**src/design/cfsc_defines.vh**
```
`ifndef CFSC_DEFINES_VH
`define CFSC_DEFINES_VH
// Register byte offsets
`define CFSC_CTRL_OFF      12'h000
`define CFSC_AUTO_OFF      12'h004
`define CFSC_MAN_OFF       12'h008
`define CFSC_TEMP_OFF      12'h00C
`define CFSC_SPEED_OFF     12'h010
`define CFSC_STAT_OFF      12'h014
// Mode encodings
`define CFSC_MODE_FULL     2'h0
`define CFSC_MODE_AUTO     2'h1
`define CFSC_MODE_MAN      2'h2
// Auto register field positions
`define CFSC_STOP_LSB      0
`define CFSC_START_LSB     8
`define CFSC_INIT_LSB      16
`define CFSC_SLOPE_LSB     24
// Reset values
`define CFSC_STOP_RST      7'h00
`define CFSC_START_RST     7'h14
`define CFSC_INIT_RST      7'h46
`define CFSC_SLOPE_RST     3'h1
`define CFSC_MAN_RST       7'h00
`define CFSC_DUTY_MAX      7'h7F
// Timing: PWM prescaler 125 MHz / 40 / 127 phase steps ~ 24.6 kHz
`define CFSC_PWM_DIV       6'h27
// Tach gate: 1 s window, count edges (2 pulses per revolution)
`define CFSC_GATE_NS       1000000000
`define CFSC_CLK_NS        8
`define CFSC_GATE_CYC      (`CFSC_GATE_NS / `CFSC_CLK_NS)
`endif

```
**src/design/cfsc_tach.v**
```verilog
`timescale 1ns/10ps
// Tachometer: counts rising edges in a gate window, RPM = pulses*30 at 1 s gate
module cfsc_tach (
  input  wire        pclk,
  input  wire        presetn,
  input  wire        gate,
  input  wire        tach,
  output reg  [15:0] rpm_r
);
  reg        tach_d_r;
  reg [15:0] cnt_r;
  wire       edge_w = tach & ~tach_d_r;
  // Edge counter, dumped and rescaled at each gate pulse
  always @(posedge pclk or negedge presetn) begin
    if (!presetn) begin
      tach_d_r <= 1'b0;
      cnt_r    <= 16'h0000;
      rpm_r    <= 16'h0000;
    end else begin
      tach_d_r <= tach;
      if (gate) begin
        rpm_r <= (cnt_r[15:11] != 5'h00) ? 16'hFFFF : cnt_r * 16'h001E;
        cnt_r <= {15'h0000, edge_w};
      end else if (edge_w && cnt_r != 16'hFFFF) begin
        cnt_r <= cnt_r + 16'h0001;
      end
    end
  end
endmodule // cfsc_tach

```
**src/design/cfsc_ctrl.v**
```verilog
`timescale 1ns/10ps
`include "cfsc_defines.vh"
// Function
// Full-on mode drives fan always on; mode resets to full-on.
// Auto mode turns fan off when temperature falls to stop threshold.
// Auto mode starts fan above start threshold at initial duty.
// Thresholds are unsigned 0..127 degrees Celsius.
// 128 duty levels 0..127 for initial and manual duty.
// Auto duty rises linearly with slope 0,1,2,4,8,16,32,64.
// Manual mode drives the written duty, ignoring thresholds and slope.
// Defaults stop 0, start 20, initial duty 70, slope 1.
// Auto parameters writable only in auto; manual duty only in manual.
// Temperatures and fan speeds in RPM readable by firmware.
// Auto duty = initial + slope*(temp-start), saturating at 127.
// Between thresholds fan keeps previous on/off state.
module cfsc_ctrl (
  input  wire        pclk,
  input  wire        presetn,
  input  wire        psel,
  input  wire        penable,
  input  wire        pwrite,
  input  wire [11:0] paddr,
  input  wire [31:0] pwdata,
  output reg  [31:0] prdata,
  output reg         pready,
  output reg         pslverr,
  input  wire [6:0]  cpu_temp,
  input  wire [6:0]  sys_temp,
  input  wire        cpu_tach,
  input  wire        sys_tach,
  output reg         fan_pwm
);
  reg  [1:0]  mode_r;
  reg  [6:0]  stop_r;
  reg  [6:0]  start_r;
  reg  [6:0]  init_r;
  reg  [2:0]  slope_r;
  reg  [6:0]  man_r;
  reg         fan_on_r;
  reg  [6:0]  duty_r;
  reg  [6:0]  duty_nxt;
  reg  [5:0]  div_r;
  reg  [6:0]  phase_r;
  reg  [26:0] gate_r;
  reg         gate_r_p;
  wire [15:0] cpu_rpm;
  wire [15:0] sys_rpm;

  // Address match helper used by read and write decode
  function hit;
    input [11:0] a;
    input [11:0] off;
    begin
      hit = (a == off);
    end
  endfunction

  // Slope code to levels per degree: 0 then powers of two
  function [7:0] slope_lv;
    input [2:0] s;
    begin
      slope_lv = (s == 3'h0) ? 8'h00 : (8'h01 << (s - 3'h1));
    end
  endfunction

  wire acc  = psel & penable;
  wire wr   = acc & pwrite;
  wire bad  = !(hit(paddr, `CFSC_CTRL_OFF) || hit(paddr, `CFSC_AUTO_OFF) ||
                hit(paddr, `CFSC_MAN_OFF) || hit(paddr, `CFSC_TEMP_OFF) ||
                hit(paddr, `CFSC_SPEED_OFF) || hit(paddr, `CFSC_STAT_OFF));

  ////////////////////////////////////////////////////////////////////////////
  // APB slave: single-cycle access phase, error on unmapped address
  always @(posedge pclk or negedge presetn) begin
    if (!presetn) begin
      pready  <= 1'b0;
      pslverr <= 1'b0;
      prdata  <= 32'h0000_0000;
    end else begin
      pready  <= psel & ~penable;
      pslverr <= psel & ~penable & bad;
      prdata  <= 32'h0000_0000;
      if (psel && !penable && !pwrite) begin
        if (hit(paddr, `CFSC_CTRL_OFF))
          prdata <= {30'h0000_0000, mode_r};
        else if (hit(paddr, `CFSC_AUTO_OFF))
          prdata <= {5'h00, slope_r, 1'b0, init_r, 1'b0, start_r, 1'b0, stop_r};
        else if (hit(paddr, `CFSC_MAN_OFF))
          prdata <= {25'h000_0000, man_r};
        else if (hit(paddr, `CFSC_TEMP_OFF))
          prdata <= {9'h000, sys_temp, 9'h000, cpu_temp};
        else if (hit(paddr, `CFSC_SPEED_OFF))
          prdata <= {sys_rpm, cpu_rpm};
        else if (hit(paddr, `CFSC_STAT_OFF))
          prdata <= {23'h00_0000, fan_on_r, 1'b0, duty_r};
      end
    end
  end

  // Registers; writes land in the cycle pready is high
  always @(posedge pclk or negedge presetn) begin
    if (!presetn) begin
      mode_r  <= `CFSC_MODE_FULL;
      stop_r  <= `CFSC_STOP_RST;
      start_r <= `CFSC_START_RST;
      init_r  <= `CFSC_INIT_RST;
      slope_r <= `CFSC_SLOPE_RST;
      man_r   <= `CFSC_MAN_RST;
    end else if (wr && pready) begin
      if (hit(paddr, `CFSC_CTRL_OFF) && pwdata[1:0] != 2'h3)
        mode_r <= pwdata[1:0]; // Code 3 is ignored, mode stays valid
      if (hit(paddr, `CFSC_AUTO_OFF) && mode_r == `CFSC_MODE_AUTO) begin
        stop_r  <= pwdata[`CFSC_STOP_LSB +: 7];
        start_r <= pwdata[`CFSC_START_LSB +: 7];
        init_r  <= pwdata[`CFSC_INIT_LSB +: 7];
        slope_r <= pwdata[`CFSC_SLOPE_LSB +: 3];
      end
      if (hit(paddr, `CFSC_MAN_OFF) && mode_r == `CFSC_MODE_MAN)
        man_r <= pwdata[6:0];
    end
  end

  ////////////////////////////////////////////////////////////////////////////
  // Duty selection per mode
  wire [6:0]  above = (cpu_temp > start_r) ? (cpu_temp - start_r) : 7'h00;
  wire [14:0] rise  = above * slope_lv(slope_r);
  wire [15:0] sum   = {9'h000, init_r} + {1'b0, rise};
  always @* begin
    case (mode_r)
      `CFSC_MODE_FULL: duty_nxt = `CFSC_DUTY_MAX;
      `CFSC_MODE_AUTO: duty_nxt = !fan_on_r ? 7'h00 :
                         (sum > 16'h007F) ? `CFSC_DUTY_MAX : sum[6:0];
      `CFSC_MODE_MAN:  duty_nxt = man_r;
      default:         duty_nxt = `CFSC_DUTY_MAX;
    endcase
  end

  // On/off state with hysteresis; held between the two thresholds
  always @(posedge pclk or negedge presetn) begin
    if (!presetn) begin
      fan_on_r <= 1'b1;
      duty_r   <= `CFSC_DUTY_MAX;
    end else begin
      if (mode_r != `CFSC_MODE_AUTO)
        fan_on_r <= 1'b1;
      else if (cpu_temp <= stop_r)
        fan_on_r <= 1'b0;
      else if (cpu_temp > start_r)
        fan_on_r <= 1'b1;
      duty_r <= duty_nxt;
    end
  end

  ////////////////////////////////////////////////////////////////////////////
  // PWM: prescaled phase counter, 127 gives continuous high
  always @(posedge pclk or negedge presetn) begin
    if (!presetn) begin
      div_r   <= 6'h00;
      phase_r <= 7'h00;
      fan_pwm <= 1'b0;
    end else begin
      if (div_r == `CFSC_PWM_DIV) begin
        div_r   <= 6'h00;
        phase_r <= (phase_r == 7'h7E) ? 7'h00 : phase_r + 7'h01;
      end else begin
        div_r <= div_r + 6'h01;
      end
      fan_pwm <= (duty_r == `CFSC_DUTY_MAX) | (phase_r < duty_r);
    end
  end

  ////////////////////////////////////////////////////////////////////////////
  // Tach gate pulse; long window, one-cycle enable
  always @(posedge pclk or negedge presetn) begin
    if (!presetn) begin
      gate_r   <= 27'h000_0000;
      gate_r_p <= 1'b0;
    end else begin
      gate_r_p <= (gate_r == `CFSC_GATE_CYC - 1);
      gate_r   <= (gate_r == `CFSC_GATE_CYC - 1) ? 27'h000_0000 : gate_r + 27'h000_0001;
    end
  end

  // Speed measurement of both fans
  cfsc_tach u_cpu_tach (
    .pclk    (pclk),
    .presetn (presetn),
    .gate    (gate_r_p),
    .tach    (cpu_tach),
    .rpm_r   (cpu_rpm)
  );
  cfsc_tach u_sys_tach (
    .pclk    (pclk),
    .presetn (presetn),
    .gate    (gate_r_p),
    .tach    (sys_tach),
    .rpm_r   (sys_rpm)
  );
endmodule // cfsc_ctrl

```
**config.mk**
```make
export PLATFORM = sky130hd
export DESIGN_NAME = cfsc_ctrl
export DESIGN_NICKNAME = d
export VERILOG_FILES = /design/src/design/cfsc_tach.v /design/src/design/cfsc_ctrl.v
export VERILOG_INCLUDE_DIRS = /design/src /design/src/design
export SDC_FILE = /design/constraint.sdc
export NUM_CORES = 1
export LEC_CHECK = 0
export BUFFER_PORTS_ARGS = -buffer_cell sky130_fd_sc_hd__buf_2
export CORE_MARGIN = 5
export CORE_UTILIZATION = 46
export DETAILED_ROUTE_END_ITERATION = 16
export GPL_TIMING_DRIVEN = 1
export HOLD_SLACK_MARGIN = 0.06
export SLEW_MARGIN = 40
export SYNTH_ARGS = -nofsm -noshare
export SYNTH_HDL_FRONTEND = slang
export SYNTH_SLANG_ARGS = --single-unit
```
**constraint.sdc**
```tcl
create_clock -name pclk -period 11.4 [get_ports pclk]
set_input_delay 1.14 -clock pclk [delete_from_list [all_inputs] [get_ports pclk]]
set_output_delay 1.14 -clock pclk [all_outputs]
set_load 0.1 [all_outputs]
```
==> impl_metrics.tcl <==
set metrics [dict create \
    std_cell_rows 61 \
    dieWidth_um 178 \
    finalClockSkew_ps 12.7 \
    coreArea_sq_um 27800 \
    power.switching_mw 1.08 \
    fin_area_sq_um 14400 \
    gp_congestion 0.871 \
    cts-buffers-inserted 17 \
    clk_pin_slew_ps 70 \
    endpoint "duty_r[3]" \
    drv_slew 0 \
    dr.pass1.iters 5 \
    seq_area_frac_synth 0.356 \
    nets 1624 \
    clk_latency_ps 440 \
    worstReg2RegEnd "duty_r[3]" \
    drive_above_1_share 0.142 \
    drt_iter0_drc 534 \
    cp_slowest_cell "o211ai_1" \
    synth-edff-count 0 \
    regArea_sq_um 4600 \
    worstMarginPinSlew_ps 812 \
    switching_share 0.407 \
    cp_slowest_stage_delay_ps 670 \
    avgViaCountPerCell 5.35 \
    p_leak_nw 6.92 \
    vias 9353 \
    worst-setup-path-type "in -> reg" \
    min_path_type "reg -> reg" \
    setup.worst_path.start "cpu_temp[1]" \
    cts_sinks 183 \
    cts_tree "built" \
    reg2regPathDepth 25 \
    wirelength_um 30000 \
    drv_cap 0 \
    diodes 0 \
    peakVddDrop_uv 204 \
    dieArea_sq_um 31500 \
    hold_viol 0 \
    setup_viol 0 \
    grt-ovfl-total 0 \
    die_h_um 178 \
    power_density_nw_per_um2 184 \
    p_clk_frac 0.227 \
    yosysWarnings 0 \
    required_ps 11730 \
    outcome "complete, no violations" \
    port_buffers 91 \
    htree_levels 4 \
    synthCells 1269 \
    hpwl_um 22500 \
    drc 0 \
    r2r-start "start_r[1]" \
    max_freq_mhz 138 \
    clockBufferDepth 2 \
    multiInputGateArea_sq_um 7840 \
    combPwrFrac 0.495 \
    first_global_vias 9567 \
    cts_resized 0 \
    power_mw 2.65 \
    yosysUniqueCellTypes 66 \
    start_kind "input pin" \
    grt_pass1_wl_um 50200 \
    drt.antenna.violating_nets 0 \
    synth.ff_latch_count 183 \
    place_area_sq_um 13800 \
    arrival_ps 7580 \
    avgRoutedWirePerCell_um 17.2 \
    hold_buffers 0 \
    dpl_worst_slack_ps 3690 \
    antenna_found_initial 0 \
    grt_setup_unrepaired "no" \
    min_period_over_period 0.636 \
    crit_path_max_fanout 7 \
    ys.flop_type "dfrtp_1" \
    intPower_mw 1.57 \
    cts_root_buffer "clkbuf_16" \
    fillers 2550 \
    grt_max_degree 117 \
    slew_headroom 0.456 \
    start_util 0.465 \
    io_pins 100 \
    netlist_area_sq_um 12900 \
    post_cts_buffers 0 \
    seqPwrFrac 0.278 \
    min_period_ps 7250 \
    reg2reg_slack_ps 4490 \
    fin_tns_setup_ps 0 \
    synthArstFlopShare 1.00 \
    grt.total_usage 0.199 \
    timing.final.ws_setup_ps 4150 \
    synthToLayoutAreaGrowth_pct 11.4 \
    avgSynthCellArea_sq_um 10.2 \
    critPathCaptureType "flop" \
]
## synthesized netlist by cell type (all sizes together) (16+ instances only)
| master | count | area share |
|---|---|---|
| or2 | 17 | 0.0082 |
| xor2 | 33 | 0.022 |
| xnor2 | 53 | 0.036 |
| clkbuf | 21 | 0.0061 |
| o22a | 30 | 0.020 |
| inv | 97 | 0.028 |
| ha | 119 | 0.12 |
| o21ai | 51 | 0.020 |
| a21oi | 44 | 0.017 |
| nand4 | 16 | 0.0082 |
| nor2 | 139 | 0.041 |
| nand3 | 36 | 0.014 |
| mux2 | 17 | 0.015 |
| and3 | 26 | 0.013 |
| dfrtp | 169 | 0.33 |
| fa | 83 | 0.13 |
| nand2 | 79 | 0.023 |
| nor3 | 35 | 0.014 |
## worst min-delay path by stage
stage	endpoint	slack (ps)	cells after the start	start
2_1_floorplan	div_r[0]	450	1	div_r[0]
3_3_place_gp	u_sys_tach.rpm_r[0]	460	1	u_sys_tach.rpm_r[0]
3_5_place_dp	u_sys_tach.rpm_r[0]	470	1	u_sys_tach.rpm_r[0]
4_1_cts	u_sys_tach.rpm_r[0]	490	1	u_sys_tach.rpm_r[0]
5_1_grt	u_sys_tach.rpm_r[0]	500	1	u_sys_tach.rpm_r[0]
6_report	div_r[0]	480	1	div_r[0]
## area by class of cell
class	count	area share
sequential	183	0.319
clock buffer	19	0.0315
tap	378	0.0329
clock inverter	13	0.00913
inverter	97	0.0253
multi-input combinational	960	0.545
timing repair buffer	98	0.0369
## power by group through the flow
stage          Clock (mW)  Combinational, mW  Sequential, mW
2_1_floorplan           0               1.02           0.737
3_3_place_gp            0               1.29           0.749
3_5_place_dp            0               1.30           0.749
4_1_cts             0.616               1.32           0.737
5_1_grt             0.642               1.52           0.746
6_report            0.602               1.31           0.735
## registers in the layout, indices dropped and copies added, names as in the netlist, 16 cells and up
name and count:
u_sys_tach.rpm_r 16, u_cpu_tach.rpm_r 16, u_cpu_tach.cnt_r 16, u_sys_tach.cnt_r 16
prdata 32, gate_r 27
## layer usage
| layer | vias up | part of all wire | GRT usage |
|---|---|---|---|
| li1 | 4570 | - | - |
| met1 | 4581 | 0.50 | 0.293 |
| met2 | 174 | 0.44 | 0.310 |
| met3 | 28 | 0.045 | 0.0360 |
| met4 | 0 | 0.014 | 0.0409 |
| met5 | - | 0 | 0 |
## worst max-delay path, delay by kind of cell
| family | cells | cell delay, ps |
|---|---|---|
| xor gates and xnor gates | 1 | 170 |
| buffers and inverters | 5 | 340 |
| AOI/OAI and AO/OA | 9 | 2380 |
| adders and majority gates | 6 | 2740 |
| and+or+nand+nor | 4 | 780 |
## layout by cell type (no fill, tap or decap), drive strengths merged, types with 13 or more instances in the layout
cell and count:
inv 105, dfstp 14, nand3 36, o21ai 51, or2 17, dfrtp 169, xnor2 53, nor2b 15
and3 26, ha 119, o22a 30, nand2 79, buf 97, xor2 33, nand4 16, a22oi 13
nor3 35, a21oi 44, nor2 139, clkbuf 20, mux2 17, fa 83
## cells by family after synthesis
kind of cell | share of synthesized area
buffers and inverters | 0.0399
XOR/XNOR | 0.0583
multiplexers | 0.0233
AND/OR/NAND/NOR | 0.161
flip-flops | 0.356
adder cells (fa/ha/maj) | 0.244
AO/OA/AOI/OAI | 0.118
other | 0.000581
## stage by stage
stage | cells | utilization | hold WS, ps
global route | 1748 | 0.518 | 502
detailed placement | 1716 | 0.497 | 471
floorplan | 1275 | - | 448
CTS | 1748 | 0.518 | 489
finish | 1748 | 0.518 | 484
global placement | 1716 | 0.496 | 461
Power figures use the tool's default switching activity.
